==> src/include/sbd_pkg.sv <==
// constants for the front-panel sync bus input and delay block
// assumes a single 250 MHz clock shared by the register bus and the sync logic
package sbd_pkg;
   // register bus
   localparam int unsigned ADDR_W = 6;
   localparam logic [5:0] OFS_CTRL = 6'h00;
   localparam logic [5:0] OFS_TAP0 = 6'h04;
   localparam logic [5:0] OFS_TAP1 = 6'h08;
   localparam logic [5:0] OFS_TAP2 = 6'h0C;
   localparam logic [5:0] OFS_TAP3 = 6'h10;
   localparam logic [5:0] OFS_TAP4 = 6'h14;
   localparam logic [5:0] OFS_STATUS = 6'h18;
   localparam logic [5:0] OFS_CONFIG = 6'h1C;
   localparam logic [3:0] IDX_NONE = 4'hF;
   localparam logic [1:0] RESP_OKAY = 2'h0;
   localparam logic [1:0] RESP_SLVERR = 2'h2;
   // control register fields
   localparam int unsigned CTRL_W = 15;
   localparam logic [14:0] CTRL_RESET = 15'h0000;
   localparam int unsigned CTRL_MASTER = 0;
   localparam int unsigned CTRL_SW_GATE = 1;
   localparam int unsigned CTRL_SW_SYNC = 2;
   localparam int unsigned CTRL_SW_PPS = 3;
   localparam int unsigned CTRL_OGATE_LSB = 4;
   localparam int unsigned CTRL_OSYNC_LSB = 6;
   localparam int unsigned CTRL_EGATE_LSB = 8;
   localparam int unsigned CTRL_ESYNC_LSB = 10;
   localparam int unsigned CTRL_EPPS_LSB = 12;
   // input paths
   localparam int unsigned NUM_PATHS = 5;
   localparam int unsigned NUM_INT_PATHS = 4;
   localparam int unsigned P_DGATE = 0;
   localparam int unsigned P_DSYNC = 1;
   localparam int unsigned P_TGATE = 2;
   localparam int unsigned P_TSYNC = 3;
   localparam int unsigned P_CGATE = 4;
   localparam int unsigned TAP_W = 9;
   localparam int unsigned TAP_MAX = 511;
   localparam int unsigned INT_DLY_MAX = 3;
   localparam int unsigned SYNC_STAGES = 3;
   localparam int unsigned CLK_MHZ = 250;
endpackage

==> src/design/sbd_pin_sync.sv <==
// three-flop synchroniser for one front-panel pin
// assumes the pin is asynchronous to aclk; output moves once stages 1 and 2 agree
`timescale 1ns/100ps
module sbd_pin_sync (
   input wire logic aclk,
   input wire logic aresetn,
   input wire logic pin_in,
   output logic level_out
);
   typedef struct packed {
      logic [sbd_pkg::SYNC_STAGES-1:0] stg;
      logic lvl;
   } sbd_sync_state_t;
   sbd_sync_state_t s_q, s_d;

   // stage 0 only feeds stage 1, never the agreement test
   always_comb begin
      s_d = s_q;
      s_d.stg = {s_q.stg[1:0], pin_in};
      if (s_q.stg[1] == s_q.stg[2]) begin
         s_d.lvl = s_q.stg[2];
      end
   end

   always_ff @(posedge aclk) begin
      if (!aresetn) begin
         s_q <= '0;
      end else begin
         s_q <= s_d;
      end
   end

   assign level_out = s_q.lvl;
endmodule // sbd_pin_sync

==> src/design/sbd_cycle_delay.sv <==
// whole-cycle delay: register chain with a tap chosen at reset
// assumes input already on aclk; tap select latched from a build value
`timescale 1ns/100ps
module sbd_cycle_delay #(
   parameter logic [1:0] INIT_DELAY = 2'h0
) (
   input wire logic aclk,
   input wire logic aresetn,
   input wire logic sig_in,
   output logic sig_out
);
   typedef struct packed {
      logic [sbd_pkg::INT_DLY_MAX-1:0] chain;
      logic [1:0] sel;
   } sbd_dly_state_t;
   sbd_dly_state_t s_q, s_d;

   // select is frozen at its reset value; no software path changes it
   always_comb begin
      s_d = s_q;
      s_d.chain = {s_q.chain[1:0], sig_in};
   end

   always_ff @(posedge aclk) begin
      if (!aresetn) begin
         s_q.chain <= '0;
         s_q.sel <= INIT_DELAY;
      end else begin
         s_q <= s_d;
      end
   end

   // tap 0 passes straight through, others pick a chain stage
   always_comb begin
      if (s_q.sel == 2'h0) begin
         sig_out = sig_in;
      end else begin
         sig_out = s_q.chain[s_q.sel - 2'h1];
      end
   end
endmodule // sbd_cycle_delay

==> src/design/sbd_top.sv <==
// sync bus input delay, outgoing line sourcing and relay top level
// assumes aclk is both sample and register clock; tap values drive delay cells
// outside, whole-cycle delays are built here from flip-flops
`timescale 1ns/100ps
module sbd_top #(
   parameter bit relay_master_option = 1'b0,
   parameter bit gate_relay_output_present = 1'b0,
   parameter bit sync_relay_output_present = 1'b0,
   parameter bit coax_relay_output_present = 1'b0,
   parameter bit has_coax_gate_input = 1'b0,
   parameter bit has_user_pps_input = 1'b0,
   parameter bit has_user_sync_drive = 1'b0,
   parameter bit has_user_gate_drive = 1'b0,
   parameter logic [8:0] init_dgate_tap = 9'h000,
   parameter logic [8:0] init_dsync_tap = 9'h000,
   parameter logic [8:0] init_tgate_tap = 9'h000,
   parameter logic [8:0] init_tsync_tap = 9'h000,
   parameter logic [8:0] init_cgate_tap = 9'h000,
   parameter logic [1:0] init_dgate_int = 2'h0,
   parameter logic [1:0] init_dsync_int = 2'h0,
   parameter logic [1:0] init_tgate_int = 2'h0,
   parameter logic [1:0] init_tsync_int = 2'h0
) (
   input wire logic aclk,
   input wire logic aresetn,
   // register bus
   input wire logic [5:0] s_axi_awaddr,
   input wire logic [2:0] s_axi_awprot,
   input wire logic s_axi_awvalid,
   output logic s_axi_awready,
   input wire logic [31:0] s_axi_wdata,
   input wire logic [3:0] s_axi_wstrb,
   input wire logic s_axi_wvalid,
   output logic s_axi_wready,
   output logic [1:0] s_axi_bresp,
   output logic s_axi_bvalid,
   input wire logic s_axi_bready,
   input wire logic [5:0] s_axi_araddr,
   input wire logic [2:0] s_axi_arprot,
   input wire logic s_axi_arvalid,
   output logic s_axi_arready,
   output logic [31:0] s_axi_rdata,
   output logic [1:0] s_axi_rresp,
   output logic s_axi_rvalid,
   input wire logic s_axi_rready,
   // front-panel inputs, after the external delay cells
   input wire logic diff_gate_in,
   input wire logic diff_sync_in,
   input wire logic ttl_gate_in,
   input wire logic ttl_sync_in,
   input wire logic coax_gate_in,
   // user-design inputs on aclk
   input wire logic user_pps_in,
   input wire logic user_sync_drive_in,
   input wire logic user_gate_drive_in,
   // front-panel outputs
   output logic bus_master_en,
   output logic diff_gate_out,
   output logic diff_sync_out,
   output logic gate_relay_out,
   output logic sync_relay_out,
   output logic coax_relay_out,
   // tap settings for the external delay cells
   output logic [8:0] dgate_tap,
   output logic [8:0] dsync_tap,
   output logic [8:0] tgate_tap,
   output logic [8:0] tsync_tap,
   output logic [8:0] cgate_tap,
   // selected timing levels for event generation
   output logic evt_gate,
   output logic evt_sync,
   output logic evt_pps
);
   localparam int unsigned NP = sbd_pkg::NUM_PATHS;
   localparam logic [8:0] TAP_INIT [NP] = '{init_dgate_tap, init_dsync_tap,
      init_tgate_tap, init_tsync_tap, init_cgate_tap};
   localparam logic [1:0] INT_INIT [sbd_pkg::NUM_INT_PATHS] = '{init_dgate_int,
      init_dsync_int, init_tgate_int, init_tsync_int};

   typedef struct packed {
      logic awready;
      logic wready;
      logic aw_held;
      logic w_held;
      logic [5:0] awaddr;
      logic [31:0] wdata;
      logic [3:0] wstrb;
      logic bvalid;
      logic [1:0] bresp;
      logic arready;
      logic rvalid;
      logic [1:0] rresp;
      logic [31:0] rdata;
      logic [14:0] ctrl;
      logic [NP-1:0][8:0] tap;
      logic master;
      logic gate_out;
      logic sync_out;
      logic gate_relay;
      logic sync_relay;
      logic coax_relay;
      logic evt_gate;
      logic evt_sync;
      logic evt_pps;
      logic gate_prev;
   } sbd_top_state_t;
   sbd_top_state_t s_q, s_d;

   logic [NP-1:0] sync_lvl;
   logic [NP-1:0] dly_lvl;

   // address to register index; shared by write and read decode
   function automatic logic [3:0] reg_index(input logic [5:0] a);
      logic [5:0] w;
      w = {a[5:2], 2'b00};
      unique case (w)
         sbd_pkg::OFS_CTRL: reg_index = 4'h0;
         sbd_pkg::OFS_TAP0: reg_index = 4'h1;
         sbd_pkg::OFS_TAP1: reg_index = 4'h2;
         sbd_pkg::OFS_TAP2: reg_index = 4'h3;
         sbd_pkg::OFS_TAP3: reg_index = 4'h4;
         sbd_pkg::OFS_TAP4: reg_index = 4'h5;
         sbd_pkg::OFS_STATUS: reg_index = 4'h6;
         sbd_pkg::OFS_CONFIG: reg_index = 4'h7;
         default: reg_index = sbd_pkg::IDX_NONE;
      endcase
   endfunction

   // byte-lane merge of a write into an old word
   function automatic logic [31:0] merge(input logic [31:0] old, input logic [31:0] nw,
         input logic [3:0] strb);
      merge = old;
      for (int b = 0; b < 4; b++) begin
         if (strb[b]) begin
            merge[8*b +: 8] = nw[8*b +: 8];
         end
      end
   endfunction

   // synchronise every present pin (coax gate tied low when absent), then delay the four bus inputs by whole cycles
   genvar gi;
   generate
      for (gi = 0; gi < NP; gi++) begin : g_path
         logic pin;
         assign pin = (gi == sbd_pkg::P_DGATE) ? diff_gate_in :
                      (gi == sbd_pkg::P_DSYNC) ? diff_sync_in :
                      (gi == sbd_pkg::P_TGATE) ? ttl_gate_in :
                      (gi == sbd_pkg::P_TSYNC) ? ttl_sync_in : coax_gate_in;
         if (gi == sbd_pkg::P_CGATE && !has_coax_gate_input) begin : g_absent
            assign sync_lvl[gi] = 1'b0;
            assign dly_lvl[gi] = 1'b0;
         end else begin : g_present
            sbd_pin_sync u_sync (
               .aclk(aclk),
               .aresetn(aresetn),
               .pin_in(pin),
               .level_out(sync_lvl[gi])
            );
            if (gi < sbd_pkg::NUM_INT_PATHS) begin : g_int
               sbd_cycle_delay #(.INIT_DELAY(INT_INIT[gi])) u_dly (
                  .aclk(aclk),
                  .aresetn(aresetn),
                  .sig_in(sync_lvl[gi]),
                  .sig_out(dly_lvl[gi])
               );
            end else begin : g_noint
               assign dly_lvl[gi] = sync_lvl[gi];
            end
         end
      end
   endgenerate

   // optional user sources read as zero when their option is off
   logic upps;
   logic usync;
   logic ugate;
   assign upps = has_user_pps_input ? user_pps_in : 1'b0;
   assign usync = has_user_sync_drive ? user_sync_drive_in : 1'b0;
   assign ugate = has_user_gate_drive ? user_gate_drive_in : 1'b0;

   // next state: bus slave, registers and source selection
   always_comb begin
      logic [3:0] widx;
      logic [3:0] ridx;
      logic [31:0] word;
      logic gate_edge;
      s_d = s_q;
      widx = reg_index(s_q.awaddr);
      ridx = reg_index(s_axi_araddr);
      word = 32'h0000_0000;
      gate_edge = s_q.evt_gate ^ s_q.gate_prev;

      // write address and data are taken separately, in either order
      if (s_axi_awvalid && s_q.awready) begin
         s_d.awaddr = s_axi_awaddr;
         s_d.aw_held = 1'b1;
      end
      if (s_axi_wvalid && s_q.wready) begin
         s_d.wdata = s_axi_wdata;
         s_d.wstrb = s_axi_wstrb;
         s_d.w_held = 1'b1;
      end
      s_d.awready = !s_d.aw_held && !s_q.bvalid;
      s_d.wready = !s_d.w_held && !s_q.bvalid;

      // commit once both halves are held; response stands until bready
      if (s_q.aw_held && s_q.w_held && !s_q.bvalid) begin
         s_d.aw_held = 1'b0;
         s_d.w_held = 1'b0;
         s_d.bvalid = 1'b1;
         s_d.bresp = sbd_pkg::RESP_OKAY;
         if (widx == 4'h0) begin
            word = merge({17'h0_0000, s_q.ctrl}, s_q.wdata, s_q.wstrb);
            s_d.ctrl = word[sbd_pkg::CTRL_W-1:0];
         end else if (widx >= 4'h1 && widx <= 4'h5) begin
            word = merge({23'h00_0000, s_q.tap[widx - 4'h1]}, s_q.wdata, s_q.wstrb);
            s_d.tap[widx - 4'h1] = word[sbd_pkg::TAP_W-1:0];
         end else if (widx == sbd_pkg::IDX_NONE) begin
            s_d.bresp = sbd_pkg::RESP_SLVERR;
         end
      end else if (s_q.bvalid && s_axi_bready) begin
         s_d.bvalid = 1'b0;
         s_d.awready = !s_d.aw_held;
         s_d.wready = !s_d.w_held;
      end

      // read: one outstanding, data captured when the address is taken
      if (s_axi_arvalid && s_q.arready) begin
         s_d.arready = 1'b0;
         s_d.rvalid = 1'b1;
         s_d.rresp = sbd_pkg::RESP_OKAY;
         unique case (ridx)
            4'h0: s_d.rdata = {17'h0_0000, s_q.ctrl};
            4'h1, 4'h2, 4'h3, 4'h4, 4'h5: s_d.rdata = {23'h00_0000, s_q.tap[ridx - 4'h1]};
            4'h6: s_d.rdata = {23'h00_0000, s_q.evt_pps, s_q.evt_sync, s_q.evt_gate,
               s_q.master, dly_lvl};
            4'h7: s_d.rdata = {24'h00_0000, has_user_gate_drive, has_user_sync_drive,
               has_user_pps_input, has_coax_gate_input, coax_relay_output_present,
               sync_relay_output_present, gate_relay_output_present,
               relay_master_option};
            default: begin
               s_d.rdata = 32'h0000_0000;
               s_d.rresp = sbd_pkg::RESP_SLVERR;
            end
         endcase
      end else if (s_q.rvalid && s_axi_rready) begin
         s_d.rvalid = 1'b0;
         s_d.arready = 1'b1;
      end

      // outgoing differential gate source
      unique case (s_q.ctrl[sbd_pkg::CTRL_OGATE_LSB +: 2])
         2'h0: s_d.gate_out = s_q.ctrl[sbd_pkg::CTRL_SW_GATE];
         2'h1: s_d.gate_out = dly_lvl[sbd_pkg::P_TGATE];
         2'h2: s_d.gate_out = dly_lvl[sbd_pkg::P_CGATE];
         2'h3: s_d.gate_out = ugate;
      endcase
      // outgoing differential sync source
      unique case (s_q.ctrl[sbd_pkg::CTRL_OSYNC_LSB +: 2])
         2'h0: s_d.sync_out = s_q.ctrl[sbd_pkg::CTRL_SW_SYNC];
         2'h1: s_d.sync_out = dly_lvl[sbd_pkg::P_TSYNC];
         2'h2: s_d.sync_out = gate_edge;
         2'h3: s_d.sync_out = usync;
      endcase
      // bus drivers follow the master control bit
      s_d.master = s_q.ctrl[sbd_pkg::CTRL_MASTER];
      if (!s_q.ctrl[sbd_pkg::CTRL_MASTER]) begin
         s_d.gate_out = 1'b0;
         s_d.sync_out = 1'b0;
      end

      // event sources use the delayed inputs
      unique case (s_q.ctrl[sbd_pkg::CTRL_EGATE_LSB +: 2])
         2'h0: s_d.evt_gate = s_q.ctrl[sbd_pkg::CTRL_SW_GATE];
         2'h1: s_d.evt_gate = dly_lvl[sbd_pkg::P_TGATE];
         2'h2: s_d.evt_gate = dly_lvl[sbd_pkg::P_CGATE];
         2'h3: s_d.evt_gate = dly_lvl[sbd_pkg::P_DGATE];
      endcase
      unique case (s_q.ctrl[sbd_pkg::CTRL_ESYNC_LSB +: 2])
         2'h0: s_d.evt_sync = s_q.ctrl[sbd_pkg::CTRL_SW_SYNC];
         2'h1: s_d.evt_sync = dly_lvl[sbd_pkg::P_TSYNC];
         2'h2: s_d.evt_sync = gate_edge;
         2'h3: s_d.evt_sync = dly_lvl[sbd_pkg::P_DSYNC];
      endcase
      unique case (s_q.ctrl[sbd_pkg::CTRL_EPPS_LSB +: 3])
         3'h0: s_d.evt_pps = s_q.ctrl[sbd_pkg::CTRL_SW_PPS];
         3'h1: s_d.evt_pps = dly_lvl[sbd_pkg::P_TSYNC];
         3'h2: s_d.evt_pps = gate_edge;
         3'h3: s_d.evt_pps = dly_lvl[sbd_pkg::P_DSYNC];
         3'h4: s_d.evt_pps = dly_lvl[sbd_pkg::P_TGATE];
         3'h5: s_d.evt_pps = dly_lvl[sbd_pkg::P_CGATE];
         3'h6: s_d.evt_pps = upps;
         3'h7: s_d.evt_pps = 1'b0;
      endcase
      s_d.gate_prev = s_q.evt_gate;

      // relay copies of the received single-ended inputs, undelayed
      s_d.gate_relay = relay_master_option && gate_relay_output_present
         && sync_lvl[sbd_pkg::P_TGATE];
      s_d.sync_relay = relay_master_option && sync_relay_output_present
         && sync_lvl[sbd_pkg::P_TSYNC];
      s_d.coax_relay = relay_master_option && coax_relay_output_present
         && sync_lvl[sbd_pkg::P_CGATE];
   end

   // one register for all state; tap values reload on every reset
   always_ff @(posedge aclk) begin
      if (!aresetn) begin
         s_q <= '0;
         s_q.awready <= 1'b1;
         s_q.wready <= 1'b1;
         s_q.arready <= 1'b1;
         s_q.ctrl <= sbd_pkg::CTRL_RESET;
         for (int p = 0; p < NP; p++) begin
            s_q.tap[p] <= TAP_INIT[p];
         end
      end else begin
         s_q <= s_d;
      end
   end

   // every output is a flop of the state
   assign s_axi_awready = s_q.awready;
   assign s_axi_wready = s_q.wready;
   assign s_axi_bvalid = s_q.bvalid;
   assign s_axi_bresp = s_q.bresp;
   assign s_axi_arready = s_q.arready;
   assign s_axi_rvalid = s_q.rvalid;
   assign s_axi_rdata = s_q.rdata;
   assign s_axi_rresp = s_q.rresp;
   assign bus_master_en = s_q.master;
   assign diff_gate_out = s_q.gate_out;
   assign diff_sync_out = s_q.sync_out;
   assign gate_relay_out = s_q.gate_relay;
   assign sync_relay_out = s_q.sync_relay;
   assign coax_relay_out = s_q.coax_relay;
   assign dgate_tap = s_q.tap[sbd_pkg::P_DGATE];
   assign dsync_tap = s_q.tap[sbd_pkg::P_DSYNC];
   assign tgate_tap = s_q.tap[sbd_pkg::P_TGATE];
   assign tsync_tap = s_q.tap[sbd_pkg::P_TSYNC];
   assign cgate_tap = s_q.tap[sbd_pkg::P_CGATE];
   assign evt_gate = s_q.evt_gate;
   assign evt_sync = s_q.evt_sync;
   assign evt_pps = s_q.evt_pps;
endmodule // sbd_top

==> config.mk <==
export PLATFORM = sky130hd
export DESIGN_NAME = sbd_top
export DESIGN_NICKNAME = d
export VERILOG_FILES = /design/src/include/sbd_pkg.sv /design/src/design/sbd_pin_sync.sv /design/src/design/sbd_cycle_delay.sv /design/src/design/sbd_top.sv
export SDC_FILE = /design/constraint.sdc
export NUM_CORES = 1
export LEC_CHECK = 0
export BUFFER_PORTS_ARGS = -buffer_cell sky130_fd_sc_hd__buf_2
export CORE_MARGIN = 2
export CORE_UTILIZATION = 50
export CTS_CLUSTER_DIAMETER = 80
export DETAILED_ROUTE_END_ITERATION = 16
export HOLD_SLACK_MARGIN = 0.05
export MAX_ROUTING_LAYER = met4
export PLACE_DENSITY = 0.76
export SLEW_MARGIN = 0
export SYNTH_ARGS = -nofsm -noshare
export SYNTH_HDL_FRONTEND = slang
export SYNTH_HIERARCHICAL = 1
export SYNTH_SLANG_ARGS = --single-unit
==> constraint.sdc <==
create_clock -name aclk -period 3.65 [get_ports aclk]
set_clock_uncertainty 0.2 [all_clocks]
set_input_delay 0.73 -clock aclk [delete_from_list [all_inputs] [get_ports aclk]]
set_output_delay 0.73 -clock aclk [all_outputs]
set_load 0.02 [all_outputs]
==> results.toml, run 1 <==
[cts]
cts_buffers = 17
cts_resized = 0
h-tree-depth = 4
clock_path_buffers = 2
root_buffer = "clkbuf_16"
ctsHoldBuffers = 0
insertion_delay_ps = 430
cts_tree = "yes"
clk_pin_slew_ps = 60
clock_sinks = 131
post_cts_buffers = 0

[yosys]
synth_top_area_share_pct = 37.1
syn_avg_cell_area_sq_um = 9.21
yosysWarningCount = 6
synth_common_cells = "131 x dfxtp_1, 106 x nand2_1, 88 x buf_4"
yosys.cell_types.count = 56
yosysSeqAreaShare_pct = 37.1
synth.largest_area_cell = "dfxtp_1"
netlist_area_sq_mm = 0.00706
ys_async_sr_fraction_pct = 0
synth.most_common_cell = "dfxtp_1"
synth_edf_count = 0
ys_top_cells_by_area = "dfxtp_1 37%, buf_4 9.4%, mux2i_1 8.9%"
syn_inst = 767
yosys_register_bits = 131
ys.flop_type = "dfxtp_1"

[die]
die_area_sq_mm = 0.0151
die_w_microns = 123
core_area_sq_mm = 0.0138
rows = 43
die_h_microns = 123
start_util_pct = 51.1
io_pins = 164

[hold_path]
hold_path.class = "flop to flop"

[global_route]
grt.total_usage_pct = 23.0
grt-ovfl-total = 0
grt_max_degree = 85
antenna_found_initial = 0
grt_pass1_wl_mm = 26.0
grt_pass1_vias = 5018

[sta]
drv_slew = 0
finalHoldWorstSlack_ps = 224
fin_crit_ps = 3190
period_share_pct = 87.3
rsz0062_at_grt = "no"
fin_setup_tns_ps = 0
tightest_slew_ps = 707
timing.fmax_mhz = 314
relSlewSlack_pct = 52.8
final_hold_viol_count = 0
finalSetupViolCount = 0

[power]
p_leak_uw = 0.00347
ir_worst_vdd_mv = 0.324
p_sw_share_pct = 26.0
combPwrFrac_pct = 10.3
p_int_uw = 2700
pwr-share-clk_pct = 48.7
p_per_area_mw_per_mm2 = 472
power_switching_uw = 948
total_power_uw = 3650
pwr-share-seq_pct = 41.0

[setup_path]
crit_fanout = 21
path_cells = "or2_4, inv_2, ha_1, inv_1, ha_1, nor2b_1, and4b_1, o211ai_1, buf_4, mux2i_1"
path_common_cell = "ha_1"
cp.arrival_ps = 3270
criticalPathCategory = "flop to flop"
cp_data_required_time_ps = 3730
end_kind = "flop"
slowest_delay_ps = 580
slowest_stage = "nor2b_1"
cp-start-kind = "flop"

[cells_and_area]
drive_gt1_share_pct = 23.1
nFillCells = 1215
diodes = 0
seq_area_sq_mm = 0.00262
syn_to_final_growth_pct = 9.52
fin_area_sq_mm = 0.00773
multi_input_area_sq_mm = 0.00356
final_nets = 867

[drt]
wl_per_cell_microns = 16.6
ant_nets = 0
wl_mm = 16.3
first_pass_iters = 5
dr_total_vias = 5332
drt_drc_violations_left = 0
drt_first_iter_violations = 406
viasPerCell = 5.44

[placement]
io_buffers = 108
place_congestion = 0.853
hpwl_mm = 11.5
dpl_cell_area_sq_mm = 0.00711

[job]
cap_violations = 0

[run_status]
status = "completed"
## stage by stage
step                utilization (%)  setup WS [ps]  cells
floorplan                         -            561    788
CTS                            55.9            532    981
global placement               51.5            330    949
finish                         55.9            463    981
global route                   55.9            314    981
detailed placement             51.5            263    949
## area by class of cell
class                           instances  area share [%]
Tap cell                              180            2.91
Sequential cell                       131            33.9
Multi-Input combinational cell        503            46.1
Timing Repair Buffer                  120            8.35
Clock buffer                           19            5.73
Inverter                               15           0.728
Clock inverter                         13            2.27
## final timing paths
kind	startpoint	end	slack, ps	cells after the start
worst max-delay path	s_q[150]	tgate_tap[5]	460	10
worst min-delay path	g_path[3].g_present.u_sync/s_d[2]	g_path[3].g_present.u_sync/s_d[3]	220	1
worst max register to register	s_q[150]	tgate_tap[5]	460	10
worst min register to register	g_path[3].g_present.u_sync/s_d[2]	g_path[3].g_present.u_sync/s_d[3]	220	1
## layer usage
| metal | vias to the layer above | global-route usage, % | routed length [microns] |
|---|---|---|---|
| met1 | 2517 | 29.3 | 7290 |
| met2 | 184 | 35.7 | 7800 |
| met3 | 31 | 4.37 | 820 |
| met5 | - | - | 0 |
| li1 | 2600 | - | - |
| met4 | 0 | 9.84 | 400 |
## critical path: cells and delay by family (launching register included)
kind	cells	cell delay, ps
AO/OA/AOI/OAI	1	80
flip-flops	1	310
AND/OR/NAND/NOR	3	1120
adder cells (fa/ha/maj)	2	590
multiplexers	1	130
buffers and inverters	3	610
## state kept, by name (all words and copies together) (netlist names), 8 cells and up, named ones only
signal	count
tsync_tap	9
tgate_tap	9
cgate_tap	9
s_axi_rdata	15
dgate_tap	9
dsync_tap	9
s_q	38
g_path.g_present.u_sync/s_d	8
## layout by cell type, fill, tap and decap left out, types with 13 or more instances in the layout
cell | Yosys | final
dfxtp_1 | 131 | 131
buf_2 | 17 | 107
nand2_1 | 106 | 106
mux2i_1 | 63 | 63
a21boi_0 | 30 | 30
o21ai_0 | 29 | 29
nor2b_1 | 26 | 26
conb_1 | 1 | 22
a21oi_1 | 20 | 20
nand3b_1 | 19 | 19
clkbuf_16 | 0 | 17
and2_1 | 15 | 15
nor2_1 | 13 | 13
inv_1 | 13 | 13
a21boi_1 | 13 | 13
## kinds of logic after synthesis
| family | Yosys count | share of synthesized area (%) |
|---|---|---|
| mux | 74 | 11.0 |
| buf+inv | 154 | 13.5 |
| flops | 131 | 37.1 |
| fa+ha+maj | 10 | 1.77 |
| xor+xnor | 1 | 0.124 |
| compound gates | 163 | 18.7 |
| simple gates | 233 | 17.7 |
| other cells | 1 | 0.0531 |
## power groups by stage
| stage | Clock [uW] | Sequential, uW | Combinational, uW |
|---|---|---|---|
| 2_1_floorplan | 0 | 1520 | 308 |
| 3_3_place_gp | 0 | 1520 | 367 |
| 3_5_place_dp | 0 | 1520 | 371 |
| 4_1_cts | 1790 | 1490 | 374 |
| 5_1_grt | 1860 | 1500 | 414 |
| 6_report | 1780 | 1490 | 377 |
(Power assumes the default switching activity.)
==> run 2: changes to the inputs <==
--- a/config.mk
+++ b/config.mk
@@ -5,14 +5,14 @@
 export SDC_FILE = /design/constraint.sdc
 export NUM_CORES = 1
 export LEC_CHECK = 0
-export BUFFER_PORTS_ARGS = -buffer_cell sky130_fd_sc_hd__buf_2
+export BUFFER_PORTS_ARGS = -buffer_cell sky130_fd_sc_hd__buf_4
 export CORE_MARGIN = 2
-export CORE_UTILIZATION = 50
+export CORE_UTILIZATION = 40
 export CTS_CLUSTER_DIAMETER = 80
 export DETAILED_ROUTE_END_ITERATION = 16
 export HOLD_SLACK_MARGIN = 0.05
 export MAX_ROUTING_LAYER = met4
-export PLACE_DENSITY = 0.76
+export PLACE_DENSITY = 0.63
 export SLEW_MARGIN = 0
 export SYNTH_ARGS = -nofsm -noshare
 export SYNTH_HDL_FRONTEND = slang
==> run 2 against run 1 <==
Compared with the run above:
- sequential power about the same
- critical endpoint is now tsync_tap[5]
- sequential share of layout area decreased by 1.4 points
- worst hold slack is essentially flat
- wire length up 4.8%
- final area grew 4.3%
- via count is 1.9% lower
- core utilization down 9.3 points
- combinational power grew 6.6%
- first-iteration DRC count down 39%
- power is 1.1% lower
- sequential cell count did not move
==> results.toml, run 2 (synthesized netlist as in run 1, its figures left out) <==
[run_status]
status = "completed"

[sta]
fin_setup_tns_ps = 0
fin_crit_ps = 2990
rsz0062_at_grt = "no"
drv_slew = 0
finalSetupViolCount = 0
period_share_pct = 81.8
timing.fmax_mhz = 335
final_hold_viol_count = 0
tightest_slew_ps = 639
relSlewSlack_pct = 57.3

[global_route]
grt_pass1_wl_mm = 26.6
grt_pass1_vias = 4882
antenna_found_initial = 0
grt_max_degree = 67
grt-ovfl-total = 0
grt.total_usage_pct = 19.1

[die]
die_area_sq_mm = 0.0187
start_util_pct = 40.8
die_h_microns = 137
die_w_microns = 137
rows = 48
io_pins = 164
core_area_sq_mm = 0.0173

[power]
p_leak_uw = 0.00350
total_power_uw = 3610
p_per_area_mw_per_mm2 = 447
ir_worst_vdd_mv = 0.327

[setup_path]
cp_data_required_time_ps = 3720
crit_fanout = 17
criticalPathCategory = "flop to flop"
end_kind = "flop"
cp.arrival_ps = 3050
cp-start-kind = "flop"

[cts]
cts_tree = "yes"
cts_buffers = 17
clock_sinks = 131
post_cts_buffers = 0
cts_resized = 0
insertion_delay_ps = 420
root_buffer = "clkbuf_16"
ctsHoldBuffers = 0
clk_pin_slew_ps = 60
clock_path_buffers = 2
h-tree-depth = 4

[cells_and_area]
largest_register_ffs = 38
diodes = 0
drive_gt1_share_pct = 23.4
syn_to_final_growth_pct = 14.2
final_cell_mix = "131 x dfxtp_1, 123 x buf_4, 106 x nand2_1"
nFillCells = 1711
final_common_cell = "dfxtp_1"
largest_register = "s_q"
final_nets = 871

[drt]
viasPerCell = 5.08
drt_drc_violations_left = 0
ant_nets = 0
drt_first_iter_violations = 249
wl_per_cell_microns = 16.6
dr_total_vias = 5231
wl_mm = 17.1
first_pass_iters = 5

[placement]
io_buffers = 108
hpwl_mm = 12.5
place_congestion = 0.790

[job]
cap_violations = 0

[hold_path]
hold_path.class = "flop to flop"
-- run 2: worst max-delay path: stages, from the launching register on --
cell	delay [ps]
dfxtp_1	340
or2_4	280
inv_2	60
ha_1	190
inv_1	50
ha_1	350
buf_4	230
or2_1	390
a21oi_1	150
o41ai_4	450
mux2i_1	130
-- run 2: report_power, final --
part	internal, uW	switching [uW]	total, uW	leakage (uW)
Sequential	1470	28.0	1500	0.00106
Clock	1040	669	1710	0.000284
Combinational	150	251	402	0.00215
Total	2660	948	3610	0.00350
-- run 2: area by class of cell --
cell class                      instances  area, sq um  area share (%)
Multi-Input combinational cell        503         3560            44.2
Sequential cell                       131         2620            32.5
Timing Repair Buffer                  124          943            11.7
Clock buffer                           20          447            5.54
Tap cell                              225          282            3.49
Clock inverter                         12          148            1.83
Inverter                               15         56.3           0.698
-- run 2: through the flow --
stage	setup slack, ps	area, sq um	util (%)	instances	hold WS (ps)
after floorplan	561	7140	-	788	206
after global placement	418	7470	43.2	998	208
after detailed placement	355	7470	43.2	998	211
after CTS	656	8060	46.6	1030	226
after global routing	443	8060	46.6	1030	244
final	663	8060	46.6	1030	224
-- run 2: path summary, 6_finish.rpt --
check | from | endpoint | slack (ps) | depth (start not counted)
max | s_q[150] | tsync_tap[5] | 660 | 10
min | g_path[0].g_present.u_sync/s_d[2] | g_path[0].g_present.u_sync/s_d[3] | 220 | 1
max reg2reg | s_q[150] | tsync_tap[5] | 660 | 10
min reg2reg | g_path[0].g_present.u_sync/s_d[2] | g_path[0].g_present.u_sync/s_d[3] | 220 | 1
-- run 2: metal layers --
| metal | vias to the layer above | wire (microns) | GRT usage (%) |
|---|---|---|---|
| met3 | 21 | 819 | 4.00 |
| li1 | 2605 | - | - |
| met4 | 0 | 238 | 6.13 |
| met1 | 2461 | 8110 | 25.1 |
| met5 | - | 0 | - |
| met2 | 144 | 7920 | 29.4 |
